**config.mk**
```make
export PLATFORM = sky130hd
export DESIGN_NAME = tcasm_monitor
export DESIGN_NICKNAME = d
export VERILOG_FILES = /design/src/shared/tcasm_pkg.sv /design/src/rtl/tcasm_monitor.sv
export VERILOG_INCLUDE_DIRS = /design/src /design/src/shared
export SDC_FILE = /design/constraint.sdc
export NUM_CORES = 1
export LEC_CHECK = 0
export BUFFER_PORTS_ARGS = -buffer_cell sky130_fd_sc_hd__buf_2
export CAP_MARGIN = 5
export CORE_UTILIZATION = 35
export CTS_CLUSTER_DIAMETER = 200
export DETAILED_ROUTE_END_ITERATION = 8
export MAX_ROUTING_LAYER = met4
export RECOVER_POWER = 50
export SYNTH_ARGS = -nofsm -noshare
export SYNTH_HDL_FRONTEND = slang
export SYNTH_SLANG_ARGS = --single-unit
```
**constraint.sdc**
```tcl
create_clock -name sys_clk -period 3 [get_ports sys_clk]
set_clock_uncertainty 0.2 [all_clocks]
set_input_delay 0.15 -clock sys_clk [delete_from_list [all_inputs] [get_ports sys_clk]]
set_output_delay 0.15 -clock sys_clk [all_outputs]
set_load 0.01 [all_outputs]
```
**src/shared/tcasm_map.svh**
```systemverilog
/*
 * Register offsets, field positions, reset values and timing figures of
 * the customer-installation alarm monitor.
 * Assumes it is included by bare name once per compile unit user.
 */
`ifndef TCASM_MAP_SVH
`define TCASM_MAP_SVH

// ============================================================
// Register offsets
`define TCASM_ADDR_W          4
`define TCASM_OFF_STATUS      4'h0
`define TCASM_OFF_CONTROL     4'h1
`define TCASM_OFF_IRQ_MASK    4'h2

// ============================================================
// Status register fields
`define TCASM_BIT_AIS_STATE   5
`define TCASM_BIT_RAI_STATE   4
`define TCASM_BIT_AIS_CHANGE  1
`define TCASM_BIT_RAI_CHANGE  0

// ============================================================
// Control register fields and reset values
`define TCASM_BIT_AIS_DET_EN  0
`define TCASM_BIT_RAI_DET_EN  1
`define TCASM_BIT_ESF_MODE    2
`define TCASM_CONTROL_RST     8'h00
`define TCASM_IRQ_MASK_RST    8'h00

// ============================================================
// Line patterns, first received bit in bit 0
`define TCASM_AIS_SIGNATURE   16'hFF7C
`define TCASM_RAI_MESSAGE     16'hFF00
`define TCASM_RAI_SIGNATURE   16'hFF3E
`define TCASM_AIS_SPACING     386
`define TCASM_AIS_SET_PERIODS 4

// ============================================================
// Timing
`define TCASM_CLK_KHZ         100000
`define TCASM_RAI_PERIOD_MS   1080
`define TCASM_RAI_MESSAGE_MS  990
`define TCASM_RAI_SIG_MS      90

`endif

```
**src/shared/tcasm_pkg.sv**
```systemverilog
/*
 * Types of the customer-installation alarm monitor.
 * Assumes tcasm_map.svh is on the include path.
 */
`include "tcasm_map.svh"

package tcasm_pkg;

    // ============================================================
    // Register port request from software.
    typedef struct packed {
        logic [`TCASM_ADDR_W-1:0] addr;
        logic [7:0]               wdata;
        logic                     wr;
        logic                     rd;
    } tcasm_bus_s;

    // ============================================================
    // Receive stream from the framer: payload bit and data-link bit.
    typedef struct packed {
        logic line_bit;
        logic line_en;
        logic dl_bit;
        logic dl_en;
    } tcasm_rx_s;

    // AIS-CI signature tracker states.
    typedef enum logic [0:0] {
        TCASM_AIS_HUNT  = 1'b0,
        TCASM_AIS_TRACK = 1'b1
    } tcasm_ais_e;

endpackage

```
**src/rtl/tcasm_monitor.sv**
```systemverilog
/*
 * Customer-installation alarm monitor for the receive T1 framer. It
 * hunts AIS-CI in the payload stream and RAI-CI in the ESF data link,
 * keeps state bits, change flags and one interrupt.
 * Assumes line and data-link strobes are synchronous one-cycle pulses
 * from the framer on sys_clk, with bits in arrival order.
 */
// Operation
// - Status bit 5 is read-only, resets to 0 and shows AIS-CI detection.
// - AIS-CI is all ones with signature 01111100 11111111 every 386 bits.
// - Status bit 4 is read-only, resets to 0 and shows RAI-CI declared.
// - RAI-CI is detected and reported only in ESF framing mode.
// - RAI-CI repeats every 1.08 s: 0.99 s of message, 90 ms of signature.
// - Message is 00000000 then ones, signature 00111110 then ones.
// - The AIS-CI state bit updates only while its detection is enabled.
// - The RAI-CI state bit updates only while its detection is enabled; leaving ESF mode clears it regardless.
// - Each condition change, set or clear, latches a flag cleared by read.
`timescale 1ns/1ns
`include "tcasm_map.svh"

module tcasm_monitor #(
    parameter int AIS_SPACING     = `TCASM_AIS_SPACING,
    parameter int AIS_SET_PERIODS = `TCASM_AIS_SET_PERIODS,
    parameter int RAI_PERIOD_CYC  =
        `TCASM_RAI_PERIOD_MS * (`TCASM_CLK_KHZ)
) (
    // Clock and reset
    input  wire logic                  sys_clk,
    input  wire logic                  sys_rst,
    // Register port
    input  wire tcasm_pkg::tcasm_bus_s bus,
    output logic [7:0]                 rd_data,
    // Receive stream
    input  wire tcasm_pkg::tcasm_rx_s  rx,
    // Alarm state and interrupt
    output logic                       rx_ci_alarm_signal_state,
    output logic                       rx_ci_remote_alarm_state,
    output logic                       irq
);
    import tcasm_pkg::*;

    // ============================================================
    // Elaboration checks
    generate
        if (AIS_SPACING < 17 || AIS_SPACING > 511) begin : g_bad_spacing
            $error("AIS spacing outside 17..511 bits");
        end
        if (AIS_SET_PERIODS < 1 || AIS_SET_PERIODS > 15) begin : g_bad_set
            $error("AIS set periods outside 1..15");
        end
        if (RAI_PERIOD_CYC < 2) begin : g_bad_period
            $error("RAI period shorter than two cycles");
        end
        if (RAI_PERIOD_CYC > 1000000000) begin : g_long_period
            $error("RAI period too long for the loss timer");
        end
    endgenerate

    // A loss timeout of one and a half periods tolerates a late signature.
    localparam int RAI_LOSS_CYC = RAI_PERIOD_CYC + RAI_PERIOD_CYC / 2;
    localparam int TMR_W        = $clog2(RAI_LOSS_CYC + 1);

    // True when a 16-bit window holds the given pattern.
    function automatic logic pat_hit(input logic [15:0] win,
                                     input logic [15:0] pat);
        pat_hit = (win == pat);
    endfunction

    // ============================================================
    // Software registers
    logic [7:0] control;
    logic [7:0] irq_mask;
    logic [1:0] change;
    logic       wr_status;
    logic       rd_status;
    logic       ais_en;
    logic       rai_en;
    logic       esf_mode;

    assign wr_status = bus.wr && bus.addr == `TCASM_OFF_STATUS;
    assign rd_status = bus.rd && bus.addr == `TCASM_OFF_STATUS;
    assign ais_en    = control[`TCASM_BIT_AIS_DET_EN];
    assign rai_en    = control[`TCASM_BIT_RAI_DET_EN];
    assign esf_mode  = control[`TCASM_BIT_ESF_MODE];

    // Control and mask registers; only defined bits are writable.
    always_ff @(posedge sys_clk or posedge sys_rst) begin
        if (sys_rst) begin
            control  <= `TCASM_CONTROL_RST;
            irq_mask <= `TCASM_IRQ_MASK_RST;
        end else if (bus.wr) begin
            if (bus.addr == `TCASM_OFF_CONTROL) begin
                control <= bus.wdata & 8'h07;
            end
            if (bus.addr == `TCASM_OFF_IRQ_MASK) begin
                irq_mask <= bus.wdata & 8'h03;
            end
        end
    end

    // ============================================================
    // AIS-CI: signature spacing tracker on the payload stream
    logic [15:0] line_win;
    logic [8:0]  ais_gap;
    logic [3:0]  ais_good;
    tcasm_ais_e  ais_fsm;
    logic        ais_hit;
    logic        ais_seen;

    // Newest bit enters at the top, so the first bit ends in bit 0.
    always_ff @(posedge sys_clk or posedge sys_rst) begin
        if (sys_rst) begin
            line_win <= 16'h0000;
        end else if (rx.line_en) begin
            line_win <= {rx.line_bit, line_win[15:1]};
        end
    end

    assign ais_hit = rx.line_en &&
        pat_hit({rx.line_bit, line_win[15:1]}, `TCASM_AIS_SIGNATURE);

    // Signatures must recur exactly one spacing apart; a missing or early
    // one restarts the count, so ordinary all-ones AIS never qualifies.
    always_ff @(posedge sys_clk or posedge sys_rst) begin
        if (sys_rst) begin
            ais_fsm  <= TCASM_AIS_HUNT;
            ais_gap  <= 9'h000;
            ais_good <= 4'h0;
        end else if (rx.line_en) begin
            unique case (ais_fsm)
                TCASM_AIS_HUNT: begin
                    ais_good <= 4'h0;
                    if (ais_hit) begin
                        ais_fsm <= TCASM_AIS_TRACK;
                        ais_gap <= 9'h001;
                    end
                end
                TCASM_AIS_TRACK: begin
                    if (ais_hit && ais_gap == 9'(AIS_SPACING)) begin
                        ais_gap <= 9'h001;
                        if (ais_good != 4'(AIS_SET_PERIODS)) begin
                            ais_good <= ais_good + 4'h1;
                        end
                    end else if (ais_hit || ais_gap >= 9'(AIS_SPACING)) begin
                        ais_fsm  <= TCASM_AIS_HUNT;
                        ais_gap  <= 9'h000;
                        ais_good <= 4'h0;
                    end else begin
                        ais_gap <= ais_gap + 9'h001;
                    end
                end
            endcase
        end
    end

    assign ais_seen = ais_good == 4'(AIS_SET_PERIODS);

    // ============================================================
    // RAI-CI: message then signature on the ESF data link
    logic [15:0]      dl_win;
    logic [3:0]       dl_phase;
    logic             rai_msg_hit;
    logic             rai_sig_hit;
    logic             msg_armed;
    logic             rai_seen;
    logic [TMR_W-1:0] rai_tmr;

    // Codewords are 16 bits long. The phase counts bits since the last
    // codeword, so a signature counts only on the word boundary after a
    // message word; a stray match in mid-word cannot declare the alarm.
    always_ff @(posedge sys_clk or posedge sys_rst) begin
        if (sys_rst) begin
            dl_win   <= 16'h0000;
            dl_phase <= 4'h0;
        end else if (rx.dl_en) begin
            dl_win   <= {rx.dl_bit, dl_win[15:1]};
            dl_phase <= (rai_msg_hit || rai_sig_hit) ? 4'h0 :
                        dl_phase + 4'h1;
        end
    end

    assign rai_msg_hit = rx.dl_en && esf_mode &&
        pat_hit({rx.dl_bit, dl_win[15:1]}, `TCASM_RAI_MESSAGE);
    assign rai_sig_hit = rx.dl_en && esf_mode &&
        pat_hit({rx.dl_bit, dl_win[15:1]}, `TCASM_RAI_SIGNATURE);

    // Declared when a signature follows message words; cleared when no
    // signature arrives within the loss time or ESF framing is left.
    always_ff @(posedge sys_clk or posedge sys_rst) begin
        if (sys_rst) begin
            msg_armed <= 1'b0;
            rai_seen  <= 1'b0;
            rai_tmr   <= '0;
        end else if (!esf_mode) begin
            msg_armed <= 1'b0;
            rai_seen  <= 1'b0;
            rai_tmr   <= '0;
        end else begin
            if (rai_msg_hit) begin
                msg_armed <= 1'b1;
            end
            if (rai_sig_hit) begin
                // Only a signature one word after a message word counts.
                rai_seen  <= (msg_armed && dl_phase == 4'hF) ||
                             rai_seen;
                msg_armed <= 1'b0;
                rai_tmr   <= '0;
            end else if (rai_tmr == TMR_W'(RAI_LOSS_CYC)) begin
                rai_seen  <= 1'b0;
                msg_armed <= 1'b0;
            end else begin
                rai_tmr <= rai_tmr + TMR_W'(1);
            end
        end
    end

    // ============================================================
    // State bits, held while the matching detection is disabled; the RAI-CI bit clears when ESF is left.
    always_ff @(posedge sys_clk or posedge sys_rst) begin
        if (sys_rst) begin
            rx_ci_alarm_signal_state <= 1'b0;
            rx_ci_remote_alarm_state <= 1'b0;
        end else begin
            if (ais_en) begin
                rx_ci_alarm_signal_state <= ais_seen;
            end
            if (!esf_mode) begin
                rx_ci_remote_alarm_state <= 1'b0;
            end else if (rai_en) begin
                rx_ci_remote_alarm_state <= rai_seen;
            end
        end
    end

    // ============================================================
    // Change flags: set on either edge of a state bit, cleared by a
    // status read or a written one; a new change wins over the clear.
    logic [1:0] next_change;
    logic [1:0] change_evt;
    logic       ais_next;
    logic       rai_next;

    always_comb begin
        ais_next = ais_en ? ais_seen : rx_ci_alarm_signal_state;
        rai_next = !esf_mode ? 1'b0 :
                   rai_en ? rai_seen : rx_ci_remote_alarm_state;
        change_evt = {ais_next != rx_ci_alarm_signal_state,
                      rai_next != rx_ci_remote_alarm_state};
        next_change = change;
        if (rd_status) begin
            next_change = 2'b00;
        end else if (wr_status) begin
            next_change = change & ~bus.wdata[1:0];
        end
        next_change = next_change | change_evt;
    end

    always_ff @(posedge sys_clk or posedge sys_rst) begin
        if (sys_rst) begin
            change <= 2'b00;
        end else begin
            change <= next_change;
        end
    end

    // Level interrupt, registered from the next flag values so it moves with them.
    always_ff @(posedge sys_clk or posedge sys_rst) begin
        if (sys_rst) begin
            irq <= 1'b0;
        end else begin
            irq <= |(next_change & irq_mask[1:0]);
        end
    end

    // ============================================================
    // Read data, valid only in the cycle after the read strobe.
    logic [7:0] status_view;

    always_comb begin
        status_view = 8'h00;
        status_view[`TCASM_BIT_AIS_STATE]  = rx_ci_alarm_signal_state;
        status_view[`TCASM_BIT_RAI_STATE]  = rx_ci_remote_alarm_state;
        status_view[`TCASM_BIT_AIS_CHANGE] = change[1];
        status_view[`TCASM_BIT_RAI_CHANGE] = change[0];
    end

    always_ff @(posedge sys_clk or posedge sys_rst) begin
        if (sys_rst) begin
            rd_data <= 8'h00;
        end else if (bus.rd) begin
            unique case (bus.addr)
                `TCASM_OFF_STATUS:   rd_data <= status_view;
                `TCASM_OFF_CONTROL:  rd_data <= control;
                `TCASM_OFF_IRQ_MASK: rd_data <= irq_mask;
                default:             rd_data <= 8'h00;
            endcase
        end else begin
            rd_data <= 8'h00;
        end
    end

endmodule

```
* Word-level counts from Yosys, hierarchy flattened
Cells that the tools add are included.
** Word-level totals
- Flip-flop bits (word level) :: 98
- Logic and storage cells :: 91
- Input bits :: 20
- Output and inout bits :: 11
** Operators by class
- Mux-type cells :: 30
- $lt $le $gt $ge :: 1
- Reduce and logical (&&, ||, !) cells :: 17
- Eq/ne operators :: 18
- Add/subtract/negate cells :: 4
- Bitwise logic cells :: 5
** Operator list (number)
- $mux W28 :: 3
- $eq A16 B16 Y1 const B :: 3
- $add A28 B1 Y28 const B :: 1
- $eq A28 B28 Y1 const B :: 1
- $mux W9 :: 3
- $pmux W6 S3 :: 1
- $pmux W9 S2 :: 1
- $mux W4 :: 4
- $mux W1 :: 13
- $add A9 B1 Y9 const B :: 1
- $eq A9 B9 Y1 const B :: 1
- $ge A9 B9 Y1 const B :: 1
- $add A4 B1 Y4 const B :: 2
- $logic_and A1 B1 Y1 :: 8
- $mux W8 :: 1
- $pmux W4 S2 :: 1
- $ne A3 B1 Y1 const B :: 2
- $reduce_and A2 Y1 :: 3
- $and A2 B2 Y2 :: 2
- $eq A4 B1 Y1 const B :: 1
- $eq A4 B2 Y1 const B :: 1
- $eq A4 B3 Y1 const B :: 1
- $eq A4 B4 Y1 const B :: 1
- $logic_not A4 Y1 :: 1
- 14 further kinds :: 18

* Logic depth before layout (Yosys ltp)
Gate-level depths: netlist (run 1).
- Depth after elaboration :: 7
- Gate-level depth with buffers :: 7
- Depth with buffers taken out :: 6

* Least setup slack after synthesis (run 1)
Ideal clock, no wire load.
- Path kind :: reg2reg
- Start :: register ais_gap[0]
- End :: register ais_gap[2]
- Data arrival time :: 1.896 ns
- Slack :: 0.803 ns
- Stages on the path, launching flop included :: 7
- Buffers on the path :: 0
- Cells stage by stage :: dfrtp_1 inv_1 ha_1 or4_1 o21bai_2 o211ai_1 o32ai_1
** Between the ends
- Longest elaborated chain between the ends :: 5
** RTL lines
- start: declaration :: RTL line tcasm_monitor.sv:104 : logic [8:0] ais_gap;
- start signal: assignment :: RTL line tcasm_monitor.sv:149 : ais_gap <= ais_gap + 9'h001;
- $ge A9 B9 Y1 :: RTL line tcasm_monitor.sv:144 : end else if (ais_hit || ais_gap >= 9'(AIS_SPACING)) begin
- $logic_or A1 B1 Y1 :: RTL line tcasm_monitor.sv:144
- $mux W9 :: RTL line tcasm_monitor.sv:144
- $mux W9 (*) :: RTL line tcasm_monitor.sv:139 : if (ais_hit && ais_gap == 9'(AIS_SPACING)) begin
- $pmux W9 S2 (*) :: RTL line tcasm_monitor.sv:130 : unique case (ais_fsm)
Mark *: on every way between the ends. The rest lies on a longest branch, timed or not.
A chain may end at the register's enable or synchronous reset.

* Final worst setup path (run 1)
Same ends and word-level chain as after synthesis.

==> results_dict.tcl, run 1 <==
set metrics [dict create \
    status "completed" \
    finalSetupViolCount 0 \
    synth_simple_gate_area_share_pct 21.1 \
    ant_nets 0 \
    worstMarginPinSlew_ns 1.26 \
    muxShareOfSynthArea_pct 9.27 \
    relSlewSlack_pct 16.0 \
    max-vdd-ir-drop_uv 316 \
    clock_latency_ns 0.34 \
    cp.required_ns 3.04 \
    drive_gt1_share_pct 18.9 \
    vias 3444 \
    num_antenna_cells 0 \
    grt_setup_unrepaired "no" \
    crit_path_end_kind "flip-flop" \
    r2r_cells 7 \
    syn_to_final_growth_pct 15.4 \
    rows 41 \
    cts_tree "yes" \
    synth-xor-area-share_pct 2.99 \
    yosys-top-cells-area "dfrtp_1 (50%), mux2_2 (8.4%), a21oi_1 (2.5%)" \
    leakagePower_nw 2.22 \
    drc 0 \
    core-area_sq_um 12800 \
    die_area_sq_um 13900 \
    powerDensity_nw_per_um2 589 \
    cts_made_buffers 9 \
    hold_buffers 14 \
    clkSlewWorstSetupHoldPaths_ns 0.07 \
    regArea_sq_um 2330 \
    regToRegSetupSlack_ns 0.56 \
    postSynth.asyncResetShare_pct 100 \
    netlist_instances 439 \
    fmax_mhz 410 \
    synth_top_cell_by_area "dfrtp_1" \
    synth_top_cell_area_share_pct 49.7 \
    num_io_pins 31 \
    grt.overflow.total 0 \
    whs_endpoint "irq_mask[1]$_DFFE_PP0P_" \
    port_buffers 22 \
    hp-start "bus[1]" \
    synth-seq-area-share_pct 49.7 \
    routed_wl_microns 8950 \
    yosysMostFrequentCell "dfrtp_1" \
    grt_max_degree 94 \
    globalplace.congestion 0.841 \
    min_period_over_period_pct 81.3 \
    grt_pass1_wl_microns 15900 \
    critPathLaunchType "flip-flop" \
    nNetsFinal 503 \
    hpwl_microns 6050 \
    synthFlopType "dfrtp_1" \
    cts.path.max_buffers 2 \
    min_path_type "input pin to flip-flop" \
    crit_type "flip-flop to flip-flop" \
    finalMaxSlewViolations 0 \
    cp_max_fo 9 \
    avgRoutedWirePerCell_microns 13.7 \
    maxCapViolCount 0 \
    synth_compound_area_share_pct 11.6 \
    syn_area_per_cell_sq_um 10.7 \
    netlist_area_sq_um 4690 \
    hold_depth 3 \
    drt_iter0_drc 240 \
    die_y_microns 118 \
    htreeDepth 3 \
    r2r-end "ais_gap[2]$_DFFE_PP0P_" \
    r2r-start "ais_gap[0]$_DFFE_PP0P_" \
    yosys.area_share.adder_pct 1.87 \
    start_util_pct 36.5 \
    track_usage_pct 14.2 \
    yosysWarningCount 0 \
    synth-seq-cells 93 \
    post_cts_buffers 0 \
    whs_ns 0.0252 \
    period_minus_slack_ns 2.44 \
    cts_resized 0 \
    dieWidth_microns 118 \
    drt_pass1_iterations 4 \
    synth_common_cells "dfrtp_1 (93), mux2_2 (35), nor2_1 (29)" \
    grt_pass1_vias 3471 \
    antenna_found_initial 0 \
    synth_edf_count 0 \
    clkSinkCount 93 \
    synth_top_family_by_area "simple AND/OR/NAND/NOR gates" \
    cts_root_buf "clkbuf_16" \
    ys_types 62 \
    setup-tns-final_ns 0 \
    multi_input_area_sq_um 2210 \
    fill_cells 1227 \
    viasPerCell 5.27 \
    arrival_ns 2.48 \
    hold_viol 0 \
]
==> where the power goes <==
group          internal [mW]  leakage (nW)  switching, mW  total, mW
registers               1.45          1.22          0.152       1.61
clock network          0.656         0.143          0.497       1.15
logic                  0.228         0.859          0.196      0.425
==> worst max path at each step <==
| stage | startpoint | end | slack, ns | depth (start not counted) |
|---|---|---|---|---|
| floorplan | sys_rst | ais_fsm$_DFFE_PP0P_ | 0.23 | 1 |
| global placement | ais_gap[0]$_DFFE_PP0P_ | ais_gap[2]$_DFFE_PP0P_ | 0.62 | 7 |
| detailed placement | ais_gap[0]$_DFFE_PP0P_ | ais_gap[2]$_DFFE_PP0P_ | 0.58 | 7 |
| CTS | ais_gap[0]$_DFFE_PP0P_ | ais_gap[2]$_DFFE_PP0P_ | 0.57 | 7 |
| global route | ais_gap[0]$_DFFE_PP0P_ | ais_gap[2]$_DFFE_PP0P_ | 0.39 | 7 |
| finish | ais_gap[0]$_DFFE_PP0P_ | ais_gap[2]$_DFFE_PP0P_ | 0.56 | 7 |
==> cell type report <==
cell class | instances | area share (%)
multi-input cells | 313 | 40.8
flip-flops and latches | 93 | 43.0
well taps | 172 | 3.98
clock buffers | 9 | 4.17
clock inverters | 7 | 1.48
repair buffers | 41 | 5.23
inverters | 18 | 1.27
==> state kept, by name (all words and copies together) (netlist names) <==
name                      flops
rai_tmr                      28
change                        2
line_win                     15
dl_win                       15
dl_phase                      4
rai_seen                      1
irq_mask                      2
irq                           1
msg_armed                     1
rd_data                       5
ais_good                      4
ais_gap                       9
rx_ci_alarm_signal_state      1
control                       3
ais_fsm                       1
rx_ci_remote_alarm_state      1
==> through the flow <==
step | cell area, sq um | cells | worst slack [ns] | power, mW | util (%)
floorplan | 4690 | 441 | 0.230 | 1.92 | -
detailed placement | 4980 | 623 | 0.585 | 2.05 | 38.8
global route | 5410 | 653 | 0.391 | 3.35 | 42.2
finish | 5410 | 653 | 0.562 | 3.18 | 42.2
global placement | 4980 | 623 | 0.623 | 2.03 | 38.8
CTS | 5420 | 653 | 0.570 | 3.23 | 42.3
==> cells by family after synthesis <==
group | count (synthesis)
and+or+nand+nor | 164
DFF | 93
adders and majority gates | 7
other | 1
AOI/OAI and AO/OA | 84
buffers and inverters | 35
xor gates and xnor gates | 16
muxes | 39
==> worst max-delay path, cell delays in order, from the launching register on <==
cell and delay, ns:
dfrtp_1 0.43, inv_1 0.06, ha_1 0.23, or4_1 0.56, o21bai_2 0.13, buf_4 0.18, o211ai_1 0.26, o32ai_1 0.30
==> placed cells by master, fill, tap and decap left out, types with 3 or more instances in the layout <==
| master | n |
|---|---|
| dfrtp_1 | 93 |
| mux2_2 | 35 |
| nor2_1 | 29 |
| a21oi_1 | 23 |
| nand3_1 | 21 |
| buf_2 | 21 |
| o21ai_0 | 18 |
| nand2_1 | 17 |
| inv_1 | 17 |
| dlygate4sd3_1 | 14 |
| nand4_1 | 12 |
| and3_1 | 10 |
| nor3_1 | 9 |
| xor2_1 | 9 |
| clkbuf_16 | 9 |
| or4_1 | 8 |
| or3_1 | 8 |
| nand2b_1 | 7 |
| xnor2_1 | 7 |
| o31ai_1 | 7 |
| ha_1 | 7 |
| and2_1 | 6 |
| o2111ai_1 | 5 |
| nor4_1 | 5 |
| o22ai_1 | 5 |
| and4_1 | 4 |
| o21ai_1 | 4 |
| mux2i_1 | 4 |
| nor2b_1 | 4 |
| nor4b_1 | 3 |
| or4b_1 | 3 |
| nand4b_1 | 3 |
| a22oi_1 | 3 |
| or4_4 | 3 |
| a21oi_2 | 3 |
| conb_1 | 3 |
| inv_6 | 3 |
| buf_4 | 3 |
==> routing by layer <==
layer	up-vias	GRT usage (%)	wire length [microns]
met5	-	-	0
met4	0	5.21	104
met3	8	2.86	236
met2	55	21.9	4150
met1	1681	18.5	4460
li1	1700	-	-
Note: power is estimated with default switching activity, not from simulation.
==> run 2, diff against run 1 <==
==> constraint.sdc (replaced) <==
create_clock -name sys_clk -period 2 [get_ports sys_clk]
set_clock_uncertainty 0.2 [all_clocks]
set_input_delay 0.1 -clock sys_clk [delete_from_list [all_inputs] [get_ports sys_clk]]
set_output_delay 0.1 -clock sys_clk [all_outputs]
set_load 0.01 [all_outputs]
==> run 2 against run 1 <==
  * The flow now finishes with violations (setup timing)
  * Design area rose by 13%
  * Non-clock buffer count increased by 65
  * Worst setup slack got worse by 0.65 ns
  * Sequential cell count did not move
  * First-iteration DRC count shrank 3.8%
  * Clock power grew 42%
  * Die area is the same
  * Maximum frequency increased by 17%
  * Combinational power up 98%
  * Utilization up 5.3 points
  * Cell count is 10% higher
  * Routed wire length grew 17%
  * Critical path type unchanged
  * Largest power group unchanged
==> results_dict.tcl, run 2 (synthesis results as in run 1) <==
set metrics [dict create \
    status "finished, violations left" \
    violations "setup timing" \
    cts_root_buf "clkbuf_16" \
    largest_reg_flops 28 \
    grt_max_degree 57 \
    dp_slack_ns -0.108 \
    leakagePower_nw 2.60 \
    max-vdd-ir-drop_uv 396 \
    finalMaxSlewViolations 0 \
    cts.path.max_buffers 2 \
    drt_iter0_drc 231 \
    globalplace.congestion 0.824 \
    grt.overflow.total 0 \
    regArea_sq_um 2330 \
    final_common_cell "dfrtp_1" \
    dieWidth_microns 118 \
    maxCapViolCount 0 \
    min_period_over_period_pct 104 \
    fmax_mhz 479 \
    hold_depth 4 \
    fill_cells 1150 \
    rows 41 \
    drive_gt1_share_pct 32.9 \
    vias 3804 \
    crit_path_end_kind "flip-flop" \
    finalWorstSetupSlack_ns -0.0879 \
    worstMarginPinSlew_ns 0.915 \
    critPathLaunchType "flip-flop" \
    whs_ns 0.00256 \
    relSlewSlack_pct 39.0 \
    start_util_pct 36.5 \
    num_io_pins 31 \
    syn_to_final_growth_pct 30.0 \
    ant_nets 0 \
    top_regs "rai_tmr: 28 flops, dl_win: 15 flops, line_win: 15 flops" \
    cp_max_fo 4 \
    r2r-start "rai_tmr[9]$_DFFE_PP0P_" \
    htreeDepth 3 \
    track_usage_pct 16.1 \
    cts_made_buffers 9 \
    min_path_type "input pin to flip-flop" \
    r2r_cells 4 \
    clkSinkCount 93 \
    hold_viol 0 \
    hp-start "bus[10]" \
    powerDensity_nw_per_um2 800 \
    crit_type "flip-flop to flip-flop" \
    multi_input_area_sq_um 2340 \
    arrival_ns 2.11 \
    regToRegSetupSlack_ns -0.09 \
    drc 0 \
    viasPerCell 5.29 \
    drt_pass1_iterations 4 \
    num_antenna_cells 0 \
    cp.required_ns 2.03 \
    routed_wl_microns 10400 \
    nNetsFinal 569 \
    hpwl_microns 6810 \
    grt_pass1_wl_microns 17700 \
    whs_endpoint "rd_data[1]$_DFF_PP0_" \
    antenna_found_initial 0 \
    die_y_microns 118 \
    port_buffers 22 \
    core-area_sq_um 12800 \
    clock_latency_ns 0.34 \
    grt_pass1_vias 3822 \
    period_minus_slack_ns 2.09 \
    avgRoutedWirePerCell_microns 14.5 \
    r2r-end "rai_tmr[1]$_DFFE_PP0P_" \
    cts_tree "yes" \
    final_cell_mix "dfrtp_1 (91), buf_4 (56), mux2_2 (35)" \
    grt_setup_unrepaired "yes" \
    clkSlewWorstSetupHoldPaths_ns 0.07 \
    finalSetupViolCount 18 \
    regMostFlops "rai_tmr" \
    die_area_sq_um 13900 \
]
==> run 2: metal layers <==
layer / vias up / GRT usage [%] / part of all wire, %
li1: 1833 / - / -
met1: 1868 / 20.6 / 47
met2: 90 / 25.0 / 48
met3: 13 / 2.71 / 3.8
met4: 0 / 7.53 / 1.5
met5: - / - / 0
==> run 2: report_power, final <==
part | switching, mW | internal [mW] | leakage (nW)
clock network | 0.743 | 0.885 | 0.135
logic | 0.362 | 0.480 | 1.25
registers | 0.221 | 2.18 | 1.22
total | 1.33 | 3.55 | 2.60
==> run 2: stage by stage <==
step / setup TNS (ns) / util [%] / std cells / cell area [sq um] / power [mW]
6_report: -0.331 / 47.5 / 719 / 6090 / 4.87
5_1_grt: -2.27 / 47.5 / 719 / 6090 / 5.14
4_1_cts: -0.154 / 46.4 / 712 / 5960 / 4.85
3_5_place_dp: -0.415 / 42.1 / 671 / 5410 / 3.15
3_3_place_gp: -0.105 / 42.1 / 671 / 5410 / 3.10
2_1_floorplan: -0.465 / - / 441 / 4740 / 2.89
==> run 2: worst max path at each step <==
stage                             from                      to  slack (ns)
3_3_place_gp   rai_tmr[20]$_DFFE_PP0P_  rai_tmr[1]$_DFFE_PP0P_       -0.03
5_1_grt         rai_tmr[9]$_DFFE_PP0P_  rai_tmr[1]$_DFFE_PP0P_       -0.15
4_1_cts        rai_tmr[19]$_DFFE_PP0P_  rai_tmr[1]$_DFFE_PP0P_       -0.06
6_report        rai_tmr[9]$_DFFE_PP0P_  rai_tmr[1]$_DFFE_PP0P_       -0.09
2_1_floorplan   ais_gap[0]$_DFFE_PP0P_  ais_gap[2]$_DFFE_PP0P_       -0.04
3_5_place_dp    ais_gap[1]$_DFFE_PP0P_  ais_gap[2]$_DFFE_PP0P_       -0.11
==> run 2: layout make-up <==
type	count	share of cell area, %
Clock buffer	10	3.92
Inverter	18	1.13
Sequential cell	93	38.3
Clock inverter	6	0.760
Timing Repair Buffer	106	13.9
Multi-Input combinational cell	314	38.5
Tap cell	172	3.53
==> run 2: timing repair <==
item                                    in CTS  in global routing
endpoints found under the setup margin      22                 32
gates cloned                                 0                  3
hold buffers                                19                  0
buffers inserted                             6                  4
resized for setup                            8                 20
endpoints found under the hold margin      108                  0
pin swaps                                   17                 17
==> run 2: critical path: stages (launching register included) <==
cell,delay (ns)
dfrtp_1,0.42
or4b_4,0.56
or4_4,0.56
o21ai_2,0.17
a21oi_2,0.07
==> run 3, diff against run 2 <==
--- a/config.mk
+++ b/config.mk
@@ -7,11 +7,14 @@
 export NUM_CORES = 1
 export LEC_CHECK = 0
 export BUFFER_PORTS_ARGS = -buffer_cell sky130_fd_sc_hd__buf_2
-export CAP_MARGIN = 5
+export CAP_MARGIN = 10
+export CELL_PAD_IN_SITES_DETAIL_PLACEMENT = 1
+export CELL_PAD_IN_SITES_GLOBAL_PLACEMENT = 1
 export CORE_UTILIZATION = 35
 export CTS_CLUSTER_DIAMETER = 200
 export DETAILED_ROUTE_END_ITERATION = 8
 export MAX_ROUTING_LAYER = met4
+export PLACE_DENSITY_LB_ADDON = 0.1
 export RECOVER_POWER = 50
 export SYNTH_ARGS = -nofsm -noshare
 export SYNTH_HDL_FRONTEND = slang
==> run 3 against run 2 <==
  * The flow still finishes with violations (setup timing)
  * Critical endpoint is now rai_tmr[0]$_DFFE_PP0P_
  * Routed wire length rose by 18%
  * Design area increased by 2.6%
  * Register-to-register slack lost 0.03 ns
  * Sequential power about the same
  * Critical path type unchanged
==> results_dict.tcl, run 3 (synthesis results as in run 1) <==
set metrics [dict create \
    status "finished, violations left" \
    violations "setup timing" \
    cp.required_ns 2.07 \
    setup-tns-final_ns -0.442 \
    syn_to_final_growth_pct 33.3 \
    top_regs "rai_tmr: 28 flops, dl_win: 15 flops, line_win: 15 flops" \
    cts_root_buf "clkbuf_16" \
    fin_util_pct 48.7 \
    placed_cells 680 \
    start_util_pct 36.5 \
    finalMaxSlewViolations 0 \
    vias 3886 \
    antenna_found_initial 0 \
    final_common_cell "dfrtp_1" \
    nNetsFinal 578 \
    min_period_over_period_pct 106 \
    viasPerCell 5.34 \
    drc 0 \
    cp_max_fo 3 \
    final-instance-count-excl-fill 728 \
    worstMarginPinSlew_ns 1.00 \
    leakagePower_nw 2.65 \
    die_y_microns 118 \
    cts_tree "yes" \
    placed_area_sq_um 5470 \
    hpwl_microns 8370 \
    arrival_ns 2.19 \
    ant_nets 0 \
    routed_wl_microns 12300 \
    cts_made_buffers 9 \
    pwr-share-seq_pct 47.2 \
    min_path_type "input pin to flip-flop" \
    drive_gt1_share_pct 35.6 \
    grt.overflow.total 0 \
    htreeDepth 3 \
    die_area_sq_um 13900 \
    cts.path.max_buffers 2 \
    track_usage_pct 19.4 \
    globalplace.congestion 0.825 \
    grt_max_degree 37 \
    regMostFlops "rai_tmr" \
    clkPwrFrac_pct 36.4 \
    drt_iter0_drc 165 \
    relSlewSlack_pct 33.3 \
    port_buffers 22 \
    whs_ns 0.0459 \
    comb_power_share_pct 16.3 \
    fill_cells 1425 \
    clkSlewWorstSetupHoldPaths_ns 0.07 \
    finalWorstSetupSlack_ns -0.114 \
    switching_share_pct 26.8 \
    total_power_mw 5.11 \
    fmax_mhz 473 \
    rows 41 \
    crit_path_end_kind "flip-flop" \
    crit_type "flip-flop to flip-flop" \
    maxCapViolCount 0 \
    num_io_pins 31 \
    max-vdd-ir-drop_uv 468 \
    clkSinkCount 93 \
    powerDensity_nw_per_um2 818 \
    hold_depth 4 \
    clock_latency_ns 0.35 \
    grt_pass1_vias 4222 \
    dp_slack_ns -0.0808 \
    hold_viol 0 \
    power.internal_mw 3.74 \
    dieWidth_microns 118 \
    core-area_sq_um 12800 \
    period_minus_slack_ns 2.11 \
    grt_setup_unrepaired "yes" \
    finalSetupViolCount 10 \
    stdcell_area_sq_um 6250 \
    critPathLaunchType "flip-flop" \
    num_antenna_cells 0 \
    avgRoutedWirePerCell_microns 16.9 \
    drt_pass1_iterations 4 \
    largest_reg_flops 28 \
    switching_power_mw 1.37 \
    final_cell_mix "dfrtp_1 (91), buf_4 (62), mux2_2 (35)" \
    grt_pass1_wl_microns 21000 \
    r2r_cells 6 \
]
==> run 3: power by group through the flow <==
stage | Clock (mW) | Combinational [mW] | Sequential [mW]
2_1_floorplan | 0 | 0.518 | 2.38
3_3_place_gp | 0 | 0.746 | 2.43
3_5_place_dp | 0 | 0.777 | 2.45
4_1_cts | 1.93 | 0.817 | 2.42
5_1_grt | 1.99 | 0.923 | 2.46
6_report | 1.86 | 0.833 | 2.41
==> run 3: critical path: stages, from the launching register on <==
cell and delay [ns]:
dfrtp_1 0.38, or4b_4 0.56, buf_6 0.14, nor4_4 0.34, buf_4 0.20, a21oi_4 0.05
nor3_2 0.17
==> run 3: routing by layer <==
layer,GRT usage [%],wire [microns]
met2,31.5,5970
met3,2.66,205
met5,-,0
met4,7.37,210
met1,24.6,5930
==> run 3: path summary, 6_finish.rpt <==
kind	startpoint	endpoint	slack, ns
worst min-delay path	bus[10]	rd_data[0]$_DFF_PP0_	0.05
worst min register to register	line_win[1]$_DFFE_PP0P_	line_win[1]$_DFFE_PP0P_	0.30
worst max-delay path	rai_tmr[9]$_DFFE_PP0P_	rai_tmr[0]$_DFFE_PP0P_	-0.11
max in group asynchronous	sys_rst	dl_win[4]$_DFFE_PP0P_	0.29
min in group asynchronous	sys_rst	rai_tmr[20]$_DFFE_PP0P_	0.27
worst max register to register	rai_tmr[9]$_DFFE_PP0P_	rai_tmr[0]$_DFFE_PP0P_	-0.11
==> run 3: area by class of cell <==
type                            count  area (sq um)  share of cell area (%)
Multi-Input combinational cell    313          2430                    38.9
Sequential cell                    93          2330                    37.3
Timing Repair Buffer              116           878                    14.1
Clock buffer                        9           225                    3.61
Tap cell                          172           215                    3.45
Clock inverter                      7          96.3                    1.54
Inverter                           18          68.8                    1.10
==> run 3: timing repair <==
item / CTS / global route
setup buffers: 4 / 10
hold endpoints to repair: 108 / 0
setup endpoints to repair: 24 / 31
gates cloned: 0 / 1
pin swaps: 13 / 14
hold buffers: 17 / 0
gates resized for setup: 13 / 34
